### src/gcr_pkg.sv
// Constants, types and helpers shared by the gauge command and homing logic.
//------------------------------------------------------------------------------
// Function
// - Gauge0 apply bit set adopts velocity index
// - Velocity index 1..255 held until replaced
// - Addresses 010/011 load 12-bit target positions
// - Homing uses full steps, integrates back-EMF
// - Address 100 D1 enables, D0 picks gauge
// - D3:D2 pick accumulator readback window bits
// - Window changes allowed during homing motion
// - Readback is previous step; first all ones
// - D4 chooses automatic or unconditional stopping
// - Config D3:D0 sets full step time
// - Blanking 512 or 768 us per step
// - Sign zero continues, sign one stalls
// - Window 1x shows sign on status 14
// - Accumulator reinitialised every full step
// - Config D12:D5 sets negative accumulator preload
// - Reset preload gives minus one
// - Preload equals minus sixteen code minus one
// - Step times 4.86 to 62.21 ms
// - Homing flag holds until next message
// - Latch only on whole 16-bit multiples
//------------------------------------------------------------------------------
package gcr_pkg;

   // Command addresses carried in the top three bits of a word.
   localparam logic [2:0] ADR_VEL  = 3'h1;
   localparam logic [2:0] ADR_POS0 = 3'h2;
   localparam logic [2:0] ADR_POS1 = 3'h3;
   localparam logic [2:0] ADR_RTZ  = 3'h4;
   localparam logic [2:0] ADR_CFG  = 3'h5;

   // Reset values of the configuration state, first readback and accumulator limits.
   localparam logic [3:0]  STEP_CODE_RST = 4'h5;
   localparam logic        BLANK_SEL_RST = 1'b0;
   localparam logic [7:0]  PRELOAD_RST   = 8'h00;
   localparam logic [7:0]  VEL_RST       = 8'hff;
   localparam logic [11:0] POS_RST       = 12'h000;
   localparam logic [14:0] ACC_FIRST     = 15'h7fff;
   localparam logic [14:0] ACC_ZERO      = 15'h0000;
   localparam logic [14:0] ACC_MAX       = 15'h3fff;
   localparam logic [14:0] ACC_MIN       = 15'h4000;

   // Timing: 20 ns clock, so 50 cycles per microsecond.
   localparam int unsigned CLK_PERIOD_NS  = 20;
   localparam int unsigned CYC_PER_US     = 1000 / CLK_PERIOD_NS;
   localparam int unsigned BLANK_SHORT_US = 512;
   localparam int unsigned BLANK_LONG_US  = 768;

   // Full step times in units of 10 us, 4.86 ms up to 62.21 ms.
   localparam logic [12:0] STEP_TIME_10US [16] = '{
      13'd486, 13'd486, 13'd896, 13'd1306, 13'd1715, 13'd2125, 13'd2534, 13'd2944,
      13'd3354, 13'd3763, 13'd4173, 13'd4582, 13'd4992, 13'd5402, 13'd5811, 13'd6221};

   // One latched command word.
   typedef struct packed {
      logic [2:0]  addr;
      logic [12:0] data;
   } gcr_cmd_t;

   // Homing engine states.
   typedef enum logic [1:0] {
      GCR_IDLE  = 2'b00,
      GCR_BLANK = 2'b01,
      GCR_INTEG = 2'b10
   } gcr_state_t;

   // Initial accumulator value, -(16 x code) - 1, as a 15-bit signed word.
   function automatic logic [14:0] gcr_preload(input logic [7:0] pv);
      gcr_preload = ~{3'h0, pv, 4'h0};
   endfunction : gcr_preload

   // Cycles in one full step for a step time code.
   function automatic logic [23:0] gcr_step_cyc(input logic [3:0] code,
                                                input int unsigned us_cyc);
      gcr_step_cyc = 24'(int'(STEP_TIME_10US[code]) * 10 * us_cyc);
   endfunction : gcr_step_cyc

endpackage : gcr_pkg

### src/gcr_top.sv
// Serial command latch, gauge target registers and return-to-zero engine.
`timescale 1ns/100ps
module gcr_top #(
   parameter int unsigned US_CYCLES = gcr_pkg::CYC_PER_US  // Cycles per microsecond.
) (
   input  wire logic        sys_clk,
   input  wire logic        rst_b,
   input  wire logic        cs_b,
   input  wire logic        sclk,
   input  wire logic        mosi,
   input  wire logic        bemf_bit,
   output logic             miso_r,
   output logic             miso_oe_r,
   output logic [7:0]       vel0_r,
   output logic [7:0]       vel1_r,
   output logic [11:0]      pos0_r,
   output logic [11:0]      pos1_r,
   output logic             homing_busy_r,
   output logic             homing_gauge_r,
   output logic [1:0]       full_step_phase_r,
   output logic             full_step_pulse_r,
   output logic [1:0]       zero_found_r
);
   import gcr_pkg::*;

   //---------------------------------------------------------------------------
   // Pin synchronisers
   //---------------------------------------------------------------------------
   logic [3:0] meta_r;      // First stage, read only by the second.
   logic [3:0] sync_r;      // Second stage: {bemf, mosi, sclk, cs_b}.
   logic [1:0] prev_r;      // Delayed sclk and cs_b for edge detection.

   // Every pin passes two flops before any logic looks at it.
   always_ff @(posedge sys_clk)
   begin
      if (!rst_b)
      begin
         meta_r <= 4'h1;
         sync_r <= 4'h1;
         prev_r <= 2'h3;
      end
      else
      begin
         meta_r <= {bemf_bit, mosi, sclk, cs_b};
         sync_r <= meta_r;
         prev_r <= sync_r[1:0];
      end
   end

   //---------------------------------------------------------------------------
   // Serial shifter
   //---------------------------------------------------------------------------
   logic [15:0] sh_r, sh_nxt;        // Shared in/out shift register.
   logic [3:0]  bits_r, bits_nxt;    // Bit count modulo sixteen.
   logic        any_r, any_nxt;      // At least one bit seen this frame.
   logic        latch_r, latch_nxt;  // One-cycle command strobe.
   gcr_cmd_t    cmd_r, cmd_nxt;      // Latched command word.
   logic        miso_nxt, oe_nxt;
   logic [15:0] status_w;            // Status word loaded at frame start.
   logic        cs_fall, cs_rise, sck_rise;

   assign cs_fall  = !sync_r[0] && prev_r[0];
   assign cs_rise  = sync_r[0] && !prev_r[0];
   assign sck_rise = sync_r[1] && !prev_r[1];

   // Received bits push the status out, so after sixteen clocks the first
   // received bit appears on the output, which lets devices daisy chain.
   always_comb
   begin
      sh_nxt    = sh_r;
      bits_nxt  = bits_r;
      any_nxt   = any_r;
      latch_nxt = 1'b0;
      cmd_nxt   = cmd_r;
      if (cs_fall)
      begin
         sh_nxt   = status_w;
         bits_nxt = 4'h0;
         any_nxt  = 1'b0;
      end
      else if (!sync_r[0] && sck_rise)
      begin
         sh_nxt   = {sh_r[14:0], sync_r[2]};
         bits_nxt = bits_r + 4'h1;
         any_nxt  = 1'b1;
      end
      else if (cs_rise && any_r && bits_r == 4'h0)
      begin
         latch_nxt = 1'b1;
         cmd_nxt   = sh_r;
      end
      miso_nxt = sh_nxt[15];
      oe_nxt   = !sync_r[0];
   end

   // Shifter registers.
   always_ff @(posedge sys_clk)
   begin
      if (!rst_b)
      begin
         sh_r      <= 16'h0000;
         bits_r    <= 4'h0;
         any_r     <= 1'b0;
         latch_r   <= 1'b0;
         cmd_r     <= 16'h0000;
         miso_r    <= 1'b0;
         miso_oe_r <= 1'b0;
      end
      else
      begin
         sh_r      <= sh_nxt;
         bits_r    <= bits_nxt;
         any_r     <= any_nxt;
         latch_r   <= latch_nxt;
         cmd_r     <= cmd_nxt;
         miso_r    <= miso_nxt;
         miso_oe_r <= oe_nxt;
      end
   end

   //---------------------------------------------------------------------------
   // Command registers and homing engine
   //---------------------------------------------------------------------------
   gcr_state_t  st_r, st_nxt;           // Engine state.
   logic [23:0] cnt_r, cnt_nxt;         // Cycle within the current step.
   logic [14:0] acc_r, acc_nxt;         // Live accumulator.
   logic [14:0] res_r, res_nxt;         // Result of the previous step.
   logic [1:0]  flag_r, flag_nxt;       // Per-gauge homing status flags.
   logic [1:0]  done_r, done_nxt;       // Zero found, flag awaits a message.
   logic [1:0]  win_r, win_nxt;         // Readback window select.
   logic        unc_r, unc_nxt;         // Unconditional homing.
   logic [3:0]  code_r, code_nxt;       // Full step time code.
   logic        bsel_r, bsel_nxt;       // Blanking select.
   logic [7:0]  pv_r, pv_nxt;           // Accumulator preload code.
   logic [7:0]  vel0_nxt, vel1_nxt;
   logic [11:0] pos0_nxt, pos1_nxt;
   logic        busy_nxt, gsel_nxt, pulse_nxt;
   logic [1:0]  phase_nxt, zero_nxt;
   logic [7:0]  rdbk_w;                 // Accumulator window for status.
   logic [23:0] step_cyc, blank_cyc;
   logic        step_end;

   assign step_cyc  = gcr_step_cyc(code_r, US_CYCLES);
   assign blank_cyc = 24'((bsel_r ? BLANK_LONG_US : BLANK_SHORT_US) * US_CYCLES);
   assign step_end  = (st_r == GCR_INTEG) && (cnt_r == step_cyc - 24'h1);

   // The high window has only seven bits, so its top status bit reads zero.
   assign rdbk_w   = (win_r == 2'b00) ? res_r[7:0] :
                     (win_r == 2'b01) ? res_r[11:4] : {1'b0, res_r[14:8]};
   assign status_w = {rdbk_w, 4'h0, flag_r, 2'b00};

   // Next values: command decode first, then the engine, so that a stall
   // found in the same cycle as a message still marks its flag as finished.
   always_comb
   begin
      vel0_nxt  = vel0_r;
      vel1_nxt  = vel1_r;
      pos0_nxt  = pos0_r;
      pos1_nxt  = pos1_r;
      st_nxt    = st_r;
      cnt_nxt   = cnt_r;
      acc_nxt   = acc_r;
      res_nxt   = res_r;
      flag_nxt  = flag_r;
      done_nxt  = done_r;
      win_nxt   = win_r;
      unc_nxt   = unc_r;
      code_nxt  = code_r;
      bsel_nxt  = bsel_r;
      pv_nxt    = pv_r;
      gsel_nxt  = homing_gauge_r;
      phase_nxt = full_step_phase_r;
      pulse_nxt = 1'b0;
      zero_nxt  = 2'b00;
      if (latch_r)
      begin
         // A finished homing flag drops at the message after the zero.
         flag_nxt = flag_r & ~done_r;
         done_nxt = 2'b00;
      end
      // Ill-formed words fail every check and change nothing but the finished homing flags.
      if (!latch_r)
      begin
      end
      else if (cmd_r.addr == ADR_VEL)
      begin
         if (cmd_r.data[12:10] == 3'h0 && cmd_r.data[7:0] != 8'h00)
         begin
            if (cmd_r.data[8])
               vel0_nxt = cmd_r.data[7:0];
            if (cmd_r.data[9])
               vel1_nxt = cmd_r.data[7:0];
         end
      end
      else if (cmd_r.addr == ADR_POS0 || cmd_r.addr == ADR_POS1)
      begin
         if (!cmd_r.data[12])
         begin
            if (cmd_r.addr == ADR_POS0)
               pos0_nxt = cmd_r.data[11:0];
            else
               pos1_nxt = cmd_r.data[11:0];
         end
      end
      else if (cmd_r.addr == ADR_RTZ)
      begin
         if (cmd_r.data[12:5] == 8'h00)
         begin
            win_nxt = cmd_r.data[3:2];
            if (cmd_r.data[1] && st_r != GCR_IDLE && homing_gauge_r == cmd_r.data[0])
            begin
               // Same gauge already homing: keep stepping, so that a window
               // change neither restarts the step nor wipes the readback.
               unc_nxt = cmd_r.data[4];
            end
            else if (cmd_r.data[1])
            begin
               // One engine: a new enable takes it over for the named gauge.
               gsel_nxt = cmd_r.data[0];
               unc_nxt  = cmd_r.data[4];
               flag_nxt[cmd_r.data[0]] = 1'b1;
               done_nxt[cmd_r.data[0]] = 1'b0;
               st_nxt   = GCR_BLANK;
               cnt_nxt  = 24'h0;
               acc_nxt  = gcr_preload(pv_r);
               res_nxt  = ACC_FIRST;
            end
            else
            begin
               flag_nxt[cmd_r.data[0]] = 1'b0;
               if (st_r != GCR_IDLE && homing_gauge_r == cmd_r.data[0])
                  st_nxt = GCR_IDLE;
            end
         end
      end
      else if (cmd_r.addr == ADR_CFG)
      begin
         pv_nxt   = cmd_r.data[12:5];
         bsel_nxt = cmd_r.data[4];
         code_nxt = cmd_r.data[3:0];
      end
      // The engine runs only when no command redirected it this cycle.
      if (st_r != GCR_IDLE && st_nxt == st_r && cnt_nxt == cnt_r)
      begin
         cnt_nxt = cnt_r + 24'h1;
         if (st_r == GCR_BLANK && cnt_r >= blank_cyc - 24'h1)
            st_nxt = GCR_INTEG;
         if (st_r == GCR_INTEG)
         begin
            // Saturate rather than wrap so a long step cannot flip the sign.
            if (sync_r[3] && acc_r != ACC_MAX)
               acc_nxt = acc_r + 15'h1;
            else if (!sync_r[3] && acc_r != ACC_MIN)
               acc_nxt = acc_r - 15'h1;
         end
         if (step_end)
         begin
            res_nxt = acc_r;
            if (acc_r[14] && !unc_r)
            begin
               st_nxt = GCR_IDLE;
               done_nxt[homing_gauge_r] = 1'b1;
               zero_nxt[homing_gauge_r] = 1'b1;
            end
            else
            begin
               st_nxt    = GCR_BLANK;
               cnt_nxt   = 24'h0;
               acc_nxt   = gcr_preload(pv_r);
               phase_nxt = full_step_phase_r - 2'h1;
               pulse_nxt = 1'b1;
            end
         end
      end
      busy_nxt = (st_nxt != GCR_IDLE);
   end

   // Core registers.
   always_ff @(posedge sys_clk)
   begin
      if (!rst_b)
      begin
         vel0_r            <= VEL_RST;
         vel1_r            <= VEL_RST;
         pos0_r            <= POS_RST;
         pos1_r            <= POS_RST;
         st_r              <= GCR_IDLE;
         cnt_r             <= 24'h0;
         acc_r             <= ACC_ZERO;
         res_r             <= ACC_ZERO;
         flag_r            <= 2'b00;
         done_r            <= 2'b00;
         win_r             <= 2'b00;
         unc_r             <= 1'b0;
         code_r            <= STEP_CODE_RST;
         bsel_r            <= BLANK_SEL_RST;
         pv_r              <= PRELOAD_RST;
         homing_busy_r     <= 1'b0;
         homing_gauge_r    <= 1'b0;
         full_step_phase_r <= 2'b00;
         full_step_pulse_r <= 1'b0;
         zero_found_r      <= 2'b00;
      end
      else
      begin
         vel0_r            <= vel0_nxt;
         vel1_r            <= vel1_nxt;
         pos0_r            <= pos0_nxt;
         pos1_r            <= pos1_nxt;
         st_r              <= st_nxt;
         cnt_r             <= cnt_nxt;
         acc_r             <= acc_nxt;
         res_r             <= res_nxt;
         flag_r            <= flag_nxt;
         done_r            <= done_nxt;
         win_r             <= win_nxt;
         unc_r             <= unc_nxt;
         code_r            <= code_nxt;
         bsel_r            <= bsel_nxt;
         pv_r              <= pv_nxt;
         homing_busy_r     <= busy_nxt;
         homing_gauge_r    <= gsel_nxt;
         full_step_phase_r <= phase_nxt;
         full_step_pulse_r <= pulse_nxt;
         zero_found_r      <= zero_nxt;
      end
   end
endmodule : gcr_top

### config.mk
export PLATFORM = sky130hd
export DESIGN_NAME = gcr_top
export DESIGN_NICKNAME = d
export VERILOG_FILES = /design/src/gcr_pkg.sv /design/src/gcr_top.sv
export SDC_FILE = /design/constraint.sdc
export NUM_CORES = 1
export LEC_CHECK = 0
export ABC_AREA = 1
export BUFFER_PORTS_ARGS = -buffer_cell sky130_fd_sc_hd__buf_2
export CORE_ASPECT_RATIO = 1.1
export CORE_MARGIN = 4
export CORE_UTILIZATION = 30
export DETAILED_ROUTE_END_ITERATION = 8
export SYNTH_ARGS = -nofsm -noshare
export SYNTH_HDL_FRONTEND = slang
export SYNTH_SLANG_ARGS = --single-unit
### constraint.sdc
create_clock -name sys_clk -period 8.7 [get_ports sys_clk]
set_clock_uncertainty 0.05 [all_clocks]
set_input_delay 1.74 -clock sys_clk [delete_from_list [all_inputs] [get_ports sys_clk]]
set_output_delay 1.74 -clock sys_clk [all_outputs]
set_load 0.005 [all_outputs]
---- Word-level counts from Yosys, hierarchy flattened ----
Memories as Yosys holds them, arrays and structs flattened.
Cells that the tools add are included.
word-level totals
  bits in registers ....................... 172
  memory bits (read-only) ................. 208
  bits of input ports ..................... 6
  output and inout port bits .............. 49
  logic and storage cells ................. 208
  memories ................................ 1
memory list
  memory           words  width  read ports  clocked after Yosys merged registers in  write ports  line           source
  (no name shown)  16     13     1           0                                        0            gcr_pkg.sv:77  gcr_step_cyc = 24'(int'(STEP_TIME_10US[code]) * 10 * us_cyc);
cells by class
  add/subtract/negate cells ............... 7
  $mul .................................... 3
  $lt $le $gt $ge ......................... 6
  equality and inequality tests ........... 14
  muxes and demuxes ....................... 78
  bitwise operators ....................... 19
  reductions and logical operators ........ 48
operators by type and width
  cell                                                 count
  two-way mux 15 bit                                   22
  two-way mux 24 bit                                   10
  two-way mux 2 bit                                    30
  == test 24 bit                                       2
  two-way mux 16 bit                                   2
  two-way mux 13 bit                                   2
  adder 24 x 1 -> 24 bit (second input constant)       1
  >= comparator 24 bit                                 1
  subtractor 23 x 1 -> 24 bit (second input constant)  1
  multiplier 16 x 5 -> 21 bit (second input constant)  1
  AND reduction 5 bit                                  4
  logical AND 1 bit                                    19
  subtractor 16 x 1 -> 17 bit (second input constant)  1
  multiplier 13 x 3 -> 16 bit (second input constant)  1
  two-way mux 8 bit                                    2
  adder 15 x 1 -> 15 bit (second input constant)       1
  multiplier 10 x 5 -> 15 bit (second input constant)  1
  != test 15 x 14 -> 1 bit (second input constant)     1
  != test 15 bit (second input constant)               1
  NOT 12 -> 15 bit                                     1
  subtractor 15 x 1 -> 15 bit (second input constant)  1
  AND reduction 4 bit                                  3
  NOT 1 bit                                            10
  two-way mux 9 bit                                    1
  31 further kinds                                     56

---- Logic depth before layout (Yosys ltp) ----
Gate-level depths: netlist of run 1.
  depth after elaboration ................. 17
  mapped depth ............................ 46
  gate-level depth less buffers ........... 46

---- Least setup slack after synthesis of run 1 ----
Ideal clock, no wire load.
  kind .................................... flip-flop to flip-flop
  start ................................... register code_r[0]
  end ..................................... register cnt_r[20]
  library setup time ...................... 0.132 ns
  arrival time ............................ 6.427 ns
  required time ........................... 8.518 ns
  path slack .............................. 2.091 ns
  stages on the path, launching flop included .. 40
  path buffers ............................ 1
  clock period less this slack ............ 6.609 ns
  cells stage by stage .................... dfxtp_1 -> inv_1 -> ha_1 -> inv_1 -> nand2_2 -> nand2_1 -> a22oi_1 -> ha_1 -> ha_1 -> ha_1 -> a21oi_1 -> o21ai_0 -> nand3_1 -> nand2_1 -> a21oi_1 -> o21ai_0 -> xor2_1 -> ha_1 -> [... 4 more ...] -> ha_1 -> a21oi_1 -> a21boi_1 -> nand3_1 -> a21oi_2 -> xor2_2 -> inv_1 -> nor2_2 -> nand3_1 -> nand2_2 -> inv_2 -> nand2_2 -> nand2_2 -> nor2_8 -> nand3_4 -> buf_2 -> o211ai_1 -> a21oi_1
between the ends
  longest elaborated chain between the ends .. 11
RTL lines
  element                                                 line            source
  start, declared                                         gcr_top.sv:132  logic [3:0] code_r, code_nxt;
  start signal, assigned                                  gcr_top.sv:318  code_r <= code_nxt;
  NOT 4 -> 5 bit (implied by the code)                    gcr_pkg.sv:77
  memory read (16 x 13 bit)                               -
  two-way mux 13 bit (implied by the code) (2 in series)  gcr_pkg.sv:77
  multiplier 13 x 3 -> 16 bit                             gcr_pkg.sv:77
  multiplier 16 x 5 -> 21 bit                             gcr_pkg.sv:77
  subtractor 23 x 1 -> 24 bit                             gcr_top.sv:145  assign step_end = (st_r == GCR_INTEG) && (cnt_r == step_cyc - 24'h1);
  == test 24 bit                                          gcr_top.sv:145
  logical AND 1 bit                                       gcr_top.sv:145
  two-way mux 24 bit                                      gcr_top.sv:256  if (step_end)
  two-way mux 24 bit                                      gcr_top.sv:243  if (st_r != GCR_IDLE && st_nxt == st_r && cnt_nxt == cnt_r)
  end signal, assigned                                    gcr_top.sv:311  cnt_r <= cnt_nxt;
  end, declared                                           gcr_top.sv:125  logic [23:0] cnt_r, cnt_nxt;
No other way between the ends. The select of a mux whose other input is x is not followed.
A chain may end at the register's enable or synchronous reset.

---- Worst setup path in the final report of run 1 ----
  start ................................... register code_r[0]
  end ..................................... register acc_r[8]
between the ends
  longest elaborated chain between the ends .. 11
RTL lines
  element                                                 line            source
  NOT 4 -> 5 bit (implied by the code)                    gcr_pkg.sv:77
  memory read (16 x 13 bit)                               -
  two-way mux 13 bit (implied by the code) (2 in series)  gcr_pkg.sv:77
  multiplier 13 x 3 -> 16 bit                             gcr_pkg.sv:77
  multiplier 16 x 5 -> 21 bit                             gcr_pkg.sv:77
  subtractor 23 x 1 -> 24 bit                             gcr_top.sv:145
  == test 24 bit                                          gcr_top.sv:145
  logical AND 1 bit                                       gcr_top.sv:145
  two-way mux 15 bit                                      gcr_top.sv:256
  two-way mux 15 bit                                      gcr_top.sv:243
  end signal, assigned                                    gcr_top.sv:312  acc_r <= acc_nxt;
  end, declared                                           gcr_top.sv:126  logic [14:0] acc_r, acc_nxt;
No other way between the ends. The select of a mux whose other input is x is not followed.

==> flow_metrics.py, run 1 <==
metrics = {
    "outcome": {
        "status": "finished, final reports clean",
    },
    "yosys": {
        "synthFlopType": "dfxtp_1",
        "synth_seq_cells": 172,
        "synth_cell_types": 61,
        "synth_nets": 1890,
        "synth_edf_count": 0,
        "synth_top_area_share": 0.283,
        "async_reset_ff_frac": 0,
        "synth_cells": 1787,
        "postSynthAreaPerCell_um2": 6.80,
        "ys_seq_area_frac": 0.283,
        "yosysTopAreaCell": "dfxtp_1",
        "synth_area_mm2": 0.0121,
        "ys_warn_count": 0,
        "synthTopCellsByArea": "dfxtp_1 (28%), nand2_1 (11%), ha_1 (8.9%), inv_1 (7.8%), a21oi_1 (5.4%)",
    },
    "route": {
        "wirelength_mm": 33.6,
        "drt_iter0_drc": 794,
        "first_pass_iters": 6,
        "via_count": 11700,
        "drc": 0,
        "wl_per_cell_um": 14.4,
        "ant_nets": 0,
        "vias_per_cell": 4.98,
    },
    "clock_network": {
        "cts_tree": "yes",
        "cts_buffer_depth": 2,
        "htree_levels": 4,
        "cts_resized": 0,
        "clk_pin_slew_ns": 0.07,
        "root_buffer": "clkbuf_16",
        "clock_sinks": 172,
        "cts_buffers": 17,
        "insertion_delay_ns": 0.44,
    },
    "place": {
        "gp_congestion": 0.898,
        "placed_cells": 2302,
        "io_buffers": 54,
        "dpl.hpwl_mm": 25.4,
    },
    "critical_path": {
        "crit_family": "simple AND/OR/NAND/NOR gates",
        "critPathLaunch": "code_r[0]",
        "path_max_fanout": 18,
        "worst-path-stages": 40,
        "critPathBufInv": 4,
        "crit_path_end_kind": "flop",
        "worst-setup-path-type": "reg2reg",
        "cpMostUsedCell": "nand2_1",
        "reg2regPathDepth": 40,
        "required_ns": 9.01,
        "crit_arrival_ns": 8.20,
        "cp_slowest_cell": "fa_1",
        "max_stage_delay_ns": 0.53,
        "startpoint_type": "flop",
        "reg2reg_from": "code_r[0]",
        "r2r_slack_ns": 0.81,
    },
    "timing": {
        "min_period_ns": 7.89,
        "setup_violations": 0,
        "max_slew_margin": 0.310,
        "post-route-period-util": 0.907,
        "report.final.slew_viol_count": 0,
        "hold_violations": 0,
        "rsz0062_at_grt": "false",
        "worst_pin_slew_ns": 1.03,
        "fmax_ghz": 0.127,
        "tns_ns": 0,
    },
    "die": {
        "pin_count": 55,
        "die_w_um": 200,
        "core_mm2": 0.0401,
        "die_h_um": 219,
        "die_area_mm2": 0.0438,
        "fp-row-count": 77,
        "start_util": 0.303,
    },
    "finish": {
        "final_cells": 2339,
        "diodes": 0,
        "area_growth_pct": 11.1,
        "nFillCells": 4373,
        "fin_nets": 1916,
        "final_layout_size_suffix_gt1_frac": 0.105,
    },
    "global_route": {
        "track_usage": 0.153,
        "grt_pass1_vias": 11400,
        "antenna_found_initial": 0,
        "grt_pass1_wl_mm": 55.8,
        "grt_overflow": 0,
        "grt_max_degree": 98,
    },
    "power_and_ir_drop": {
        "ir_drop_uv": 146,
        "cellPowerDensity_mw_per_mm2": 118,
        "power.leakage_nw": 5.97,
    },
    "job": {
        "maxCapViolations": 0,
    },
    "worst_hold_path": {
        "hp-class": "reg2reg",
        "hold_start": "meta_r[2]",
        "holdPathStages": 2,
    },
}
==> final timing paths <==
path,endpoint
min reg2reg,sync_r[2]
max reg2reg,acc_r[8]
max,acc_r[8]
min,sync_r[2]
==> layout by cell type, fill, tap and decap left out, drive strengths merged, types with 12 or more instances in the layout <==
cell type and n:
nand2 369, inv 266, dfxtp 172, nor2 165, o21ai 139, nand3 139, a21oi 134, ha 86
nor3 69, buf 65, nand4 43, xor2 38, o211ai 26, clkbuf 20, nor4 12
==> per-stage QoR <==
step	hold WS (ns)	power [mW]	area, µm²	util	worst slack [ns]
after floorplan	0.340	0.828	12100	-	2.09
after global placement	0.352	0.836	12900	0.321	1.15
after detailed placement	0.349	0.836	12900	0.321	0.862
after CTS	0.367	1.61	13500	0.336	0.792
after global routing	0.388	1.64	13500	0.337	0.0256
final	0.363	1.59	13500	0.337	0.806
==> state kept, by name (all words and copies together), names as in the netlist, 8 cells and up <==
name    count
cmd_r      16
res_r      15
acc_r      15
pos1_r     12
cnt_r      24
vel0_r      8
sh_r       16
pv_r        8
pos0_r     12
vel1_r      8
==> report_power, final <==
part / internal (mW) / switching, mW
combinational: 0.00566 / 0.0216
sequential: 0.789 / 0.00108
clock: 0.439 / 0.335
==> cell families (layout without fill, tap and decap cells) <==
group                      after synthesis  count (layout)  synth area share
buffers and inverters                  321             359             0.102
AOI/OAI and AO/OA                      339             339             0.157
adders and majority gates               97              97             0.107
DFF                                    172             172             0.283
and+or+nand+nor                        813             814             0.316
xor gates and xnor gates                45              45            0.0342
==> cell type report <==
class	count	area [µm²]	area share
inverter	262	983	0.0729
sequential	172	3440	0.255
tap	513	642	0.0476
clock buffer	20	447	0.0331
timing repair buffer	65	353	0.0261
clock inverter	12	150	0.0111
multi-input combinational	1295	7480	0.554
==> worst min-delay path: stages, from the launching register on <==
cell and delay [ns]:
dfxtp_1 0.31, nand2_1 0.05, inv_1 0.04
==> synth_stat cells, types with 11 or more instances <==
master      n
clkbuf_1   45
nor2_2     15
nand4_1    40
xor2_1     37
inv_1     251
a21oi_1   130
o21ai_0   130
o211ai_1   26
nand3_1   126
ha_1       86
nor3_1     59
dfxtp_1   172
nor4_1     12
nor2_1    143
fa_1       11
nand2_2    19
nand2_1   345
==> metal layers <==
| metal | wire, µm | track usage |
|---|---|---|
| met5 | 0 | 0 |
| met4 | 476 | 0.0414 |
| met3 | 783 | 0.0167 |
| met2 | 17100 | 0.283 |
| met1 | 15200 | 0.186 |
==> timing repair <==
item | CTS | global route
buffers inserted | 0 | 4
hold buffers | 0 | 0
endpoints found under the setup margin | 0 | 4
(Power assumes the default switching activity.)
==> run 2: changes to the inputs <==
- CORE_ASPECT_RATIO: 1.1 -> not set
==> run 2 against run 1 <==
Worst setup slack gained 0.024 ns. Sequential cell count is the same. First-iteration DRC count grew 9.1%. Worst hold slack lost 0.0048 ns. Critical endpoint is now res_r[3]. Critical path depth shrank 5. Combinational power grew 2%. Count of clock-buffer cells in the layout shrank 2. Sequential power is essentially flat. Design area shrank 0.40%. Final cell count grew 0.30%.
==> flow_metrics.py, run 2 (same netlist as run 1, synthesis figures left out) <==
metrics = {
    "timing": {
        "tns_ns": 0,
        "report.final.slew_viol_count": 0,
        "max_slew_margin": 0.339,
        "fmax_ghz": 0.127,
        "post-route-period-util": 0.905,
        "worst_slack_ns": 0.830,
        "rsz0062_at_grt": "false",
        "worst_pin_slew_ns": 0.992,
        "min_period_ns": 7.87,
        "setup_violations": 0,
        "hold_violations": 0,
    },
    "power_and_ir_drop": {
        "cellPowerDensity_mw_per_mm2": 116,
        "switchingPower_uw": 377,
        "ir_drop_uv": 143,
        "p_int_mw": 1.18,
        "power.leakage_nw": 5.94,
        "pwr-share-comb": 0.018,
        "power.share.clock": 0.475,
        "switching_share": 0.242,
        "total_power_mw": 1.56,
        "seqPwrFrac": 0.507,
    },
    "die": {
        "die_area_mm2": 0.0438,
        "die_h_um": 209,
        "core_mm2": 0.0399,
        "fp-row-count": 73,
        "start_util": 0.304,
        "pin_count": 55,
        "die_w_um": 209,
    },
    "clock_network": {
        "cts_buffers": 17,
        "clk_pin_slew_ns": 0.07,
        "insertion_delay_ns": 0.43,
        "clock_sinks": 172,
        "cts_hold_buf": 0,
        "htree_levels": 4,
        "post-cts-setup-buffer-count": 0,
        "root_buffer": "clkbuf_16",
        "cts_buffer_depth": 2,
        "cts_tree": "yes",
    },
    "place": {
        "place_ws_ns": 0.806,
        "gp_congestion": 0.882,
        "io_buffers": 54,
        "dpl_cell_area_mm2": 0.0129,
        "dpl.hpwl_mm": 25.3,
    },
    "finish": {
        "diodes": 0,
        "postLayoutCellArea_mm2": 0.0134,
        "regMostFlops": "cnt_r",
        "final_layout_size_suffix_gt1_frac": 0.104,
        "multi_input_area_mm2": 0.00748,
        "seq_area_mm2": 0.00344,
        "largest_register_ffs": 24,
        "largestRegisters": "cnt_r: 24 flops, cmd_r: 16 flops, sh_r: 16 flops",
        "fin_nets": 1911,
        "final_cell_mix": "nand2_1 (345), inv_1 (251), dfxtp_1 (172), nor2_1 (143), a21oi_1 (130)",
        "final_util": 0.337,
        "nFillCells": 4291,
        "layout_commonest_cell": "nand2_1",
        "area_growth_pct": 10.6,
    },
    "route": {
        "wl_per_cell_um": 14.3,
        "wirelength_mm": 33.5,
        "vias_per_cell": 4.95,
        "drt_iter0_drc": 866,
        "first_pass_iters": 6,
        "via_count": 11600,
        "drc": 0,
        "ant_nets": 0,
    },
    "critical_path": {
        "cpMostUsedCell": "ha_1",
        "crit_arrival_ns": 8.18,
        "startpoint_type": "flop",
        "required_ns": 9.01,
        "worst-setup-path-type": "reg2reg",
        "max_stage_delay_ns": 0.53,
        "path_max_fanout": 16,
        "cp_slowest_cell": "fa_1",
        "reg2regPathDepth": 35,
        "crit_path_end_kind": "flop",
    },
    "global_route": {
        "track_usage": 0.149,
        "grt_max_degree": 98,
        "grt_pass1_vias": 11100,
        "antenna_found_initial": 0,
        "grt_overflow": 0,
        "grt_pass1_wl_mm": 55.2,
    },
    "worst_hold_path": {
        "holdPathStages": 2,
        "hp-class": "reg2reg",
    },
    "outcome": {
        "status": "finished, final reports clean",
    },
    "job": {
        "maxCapViolations": 0,
    },
}
## run 2: cell count changes in the layout (fill, tap and decap cells not counted), moves of 2 or more
| cell | before | now |
|---|---|---|
| inv_8 | 3 | 6 |
| clkbuf_1 | 2 | 0 |
| bufinv_16 | 2 | 0 |
| clkinv_2 | 1 | 3 |
| buf_4 | 11 | 6 |
## run 2: final cells by class
| type | instances | area share |
|---|---|---|
| multi-input combinational | 1295 | 0.556 |
| sequential | 172 | 0.256 |
| inverter | 262 | 0.0732 |
| tap | 525 | 0.0489 |
| clock buffer | 18 | 0.0327 |
| timing repair buffer | 60 | 0.0235 |
| clock inverter | 14 | 0.00940 |
## run 2: path summary, 6_finish.rpt
check	startpoint	to	slack, ns
max	code_r[0]	res_r[3]	0.83
min	meta_r[2]	sync_r[2]	0.36
max reg2reg	code_r[0]	res_r[3]	0.83
min reg2reg	meta_r[2]	sync_r[2]	0.36
## run 2: per-stage QoR
stage,cells,hold WS [ns]
after floorplan,1787,0.340
after global placement,2313,0.355
after detailed placement,2313,0.355
after CTS,2345,0.364
after global routing,2346,0.377
final,2346,0.359
## run 2: timing repair
item / in CTS / in global routing
resized for setup: 0 / 1
endpoints found under the setup margin: 0 / 19
hold endpoints to repair: 0 / 0
## run 2: power groups by stage
stage | logic (mW) | registers (mW) | clock network [mW]
final | 0.0277 | 0.790 | 0.741
after global routing | 0.0311 | 0.790 | 0.789
after CTS | 0.0279 | 0.790 | 0.760
after detailed placement | 0.0277 | 0.809 | 0
after global placement | 0.0273 | 0.809 | 0
after floorplan | 0.0197 | 0.808 | 0
## run 2: critical path: cells and delay by family, from the launching register on
kind	cells	cell delay (ns)
buffers and inverters	4	0.32
adder cells (fa/ha/maj)	8	2.50
AND/OR/NAND/NOR	11	1.61
XOR/XNOR	2	0.63
AO/OA/AOI/OAI	10	2.26
flip-flops	1	0.44
## run 2: per-layer routing
layer,GRT usage,vias to the layer above,part of all wire
met5,0,-,0
met4,0.0410,0,0.021
met3,0.0156,42,0.030
met2,0.264,234,0.49
met1,0.193,5381,0.46
li1,-,5963,-
==> run 3: changes to the inputs <==
- clock period: 8.7 -> 7.75 ns (I/O delays scaled with it)
==> run 3 against run 2 <==
Register-to-register slack lost 0.29 ns. Combinational power up 12%. First-iteration DRC count down 2.5%. Critical path depth increased by 3. Sequential share of layout area shrank 0.38 points. Core utilization rose by 0.54 points. Critical path type unchanged. Largest power group is now the clock network.
==> flow_metrics.py, run 3 (same netlist as run 1, synthesis figures left out) <==
metrics = {
    "timing": {
        "report.final.slew_viol_count": 0,
        "hold_violations": 0,
        "tns_ns": 0,
        "post-route-period-util": 0.930,
        "fmax_ghz": 0.139,
        "whs_ns": 0.357,
        "setup_violations": 0,
        "worst_pin_slew_ns": 1.14,
        "max_slew_margin": 0.240,
        "min_period_ns": 7.21,
    },
    "critical_path": {
        "cpMostUsedCell": "ha_1",
        "cp_slowest_cell": "fa_1",
        "required_ns": 8.06,
        "critPathBufInv": 6,
        "worst-setup-path-type": "reg2reg",
        "max_stage_delay_ns": 0.53,
        "crit_arrival_ns": 7.52,
        "startpoint_type": "flop",
        "crit_family": "adder cells",
        "crit_path_end_kind": "flop",
        "path_max_fanout": 9,
    },
    "die": {
        "core_mm2": 0.0399,
        "pin_count": 55,
        "die_h_um": 209,
        "start_util": 0.304,
        "die_w_um": 209,
        "fp-row-count": 73,
        "die_area_mm2": 0.0438,
    },
    "power_and_ir_drop": {
        "cellPowerDensity_mw_per_mm2": 135,
        "power.leakage_nw": 6.03,
        "ir_drop_uv": 146,
    },
    "global_route": {
        "grt_max_degree": 98,
        "track_usage": 0.151,
        "antenna_found_initial": 0,
        "grt_pass1_vias": 11200,
        "grt_overflow": 0,
        "grt_pass1_wl_mm": 56.0,
    },
    "place": {
        "gp_congestion": 0.842,
        "io_buffers": 54,
        "placed_cells": 2319,
        "dpl.hpwl_mm": 25.5,
    },
    "route": {
        "drt_iter0_drc": 844,
        "drc": 0,
        "routed.top_layer": "met4",
        "wl_per_cell_um": 14.4,
        "ant_nets": 0,
        "route.met3.wl_um": 962,
        "wl_met2_mm": 16.4,
        "via_count": 11700,
        "wl_met1_mm": 15.9,
        "first_pass_iters": 6,
        "vias_per_cell": 4.97,
        "wirelength_mm": 33.9,
    },
    "clock_network": {
        "htree_levels": 4,
        "clock_sinks": 172,
        "cts_hold_buf": 0,
        "cts_buffers": 17,
        "cts_buffer_depth": 2,
        "insertion_delay_ns": 0.43,
        "cts_tree": "yes",
        "clk_pin_slew_ns": 0.07,
        "root_buffer": "clkbuf_16",
    },
    "outcome": {
        "status": "finished, final reports clean",
    },
    "finish": {
        "final_cells": 2355,
        "layout_commonest_cell": "nand2_1",
        "area_growth_pct": 12.4,
        "fin_nets": 1920,
        "nFillCells": 4276,
        "final_cell_mix": "nand2_1 (345), inv_1 (251), dfxtp_1 (169), nor2_1 (143), a21oi_1 (128)",
        "final_layout_size_suffix_gt1_frac": 0.114,
        "largest_register_ffs": 24,
        "final_util": 0.342,
        "regMostFlops": "cnt_r",
        "diodes": 0,
        "largestRegisters": "cnt_r: 24 flops, cmd_r: 16 flops, sh_r: 16 flops",
    },
    "worst_hold_path": {
        "hp-class": "reg2reg",
    },
    "job": {
        "maxCapViolations": 0,
    },
}
==> run 3: cell types whose count changed in the layout (fill, tap and decap cells not counted), moves of 3 or more <==
| cell | delta |
|---|---|
| buf_4 | +8 |
| bufinv_16 | +3 |
| clkinv_2 | -3 |
| dfxtp_1 | -3 |
| dfxtp_2 | +3 |
| o21ai_0 | -3 |
| xor2_1 | -3 |
| xor2_2 | +3 |
==> run 3: through the flow <==
stage / power, mW / worst slack (ns) / cell area, µm²
global route: 1.91 / -0.0835 / 13700
detailed placement: 0.939 / 0.203 / 12900
global placement: 0.939 / 0.436 / 12900
finish: 1.85 / 0.542 / 13700
floorplan: 0.929 / 1.14 / 12100
CTS: 1.87 / 0.161 / 13500
==> run 3: final cells by class <==
type,instances,area [µm²],area share
Timing Repair Buffer,70,398,0.0291
Clock buffer,19,443,0.0324
Clock inverter,13,195,0.0143
Multi-Input combinational cell,1294,7530,0.552
Tap cell,525,657,0.0481
Inverter,262,983,0.0720
Sequential cell,172,3450,0.252
==> run 3: final timing paths <==
kind,startpoint,endpoint,slack [ns],cells after the start
worst min-delay path,meta_r[0],sync_r[0],0.36,1
worst min register to register,meta_r[0],sync_r[0],0.36,1
worst max register to register,code_r[0],res_r[9],0.54,38
worst max-delay path,code_r[0],res_r[9],0.54,38
==> run 3: what timing repair did <==
action,in CTS,in global routing
resized for setup,0,19
setup buffers,0,4
setup endpoints to repair,0,64
==> run 3: power by group <==
part,switching (mW),internal (mW),leakage [nW]
registers,0.00120,0.886,1.39
clock network,0.398,0.533,0.314
logic,0.0247,0.00636,4.32
==> run 3: layer usage <==
layer  vias to the layer above  GRT usage
met4                         0     0.0459
met2                       230      0.261
met3                        36     0.0140
li1                       5976          -
met5                         -          0
met1                      5458      0.199
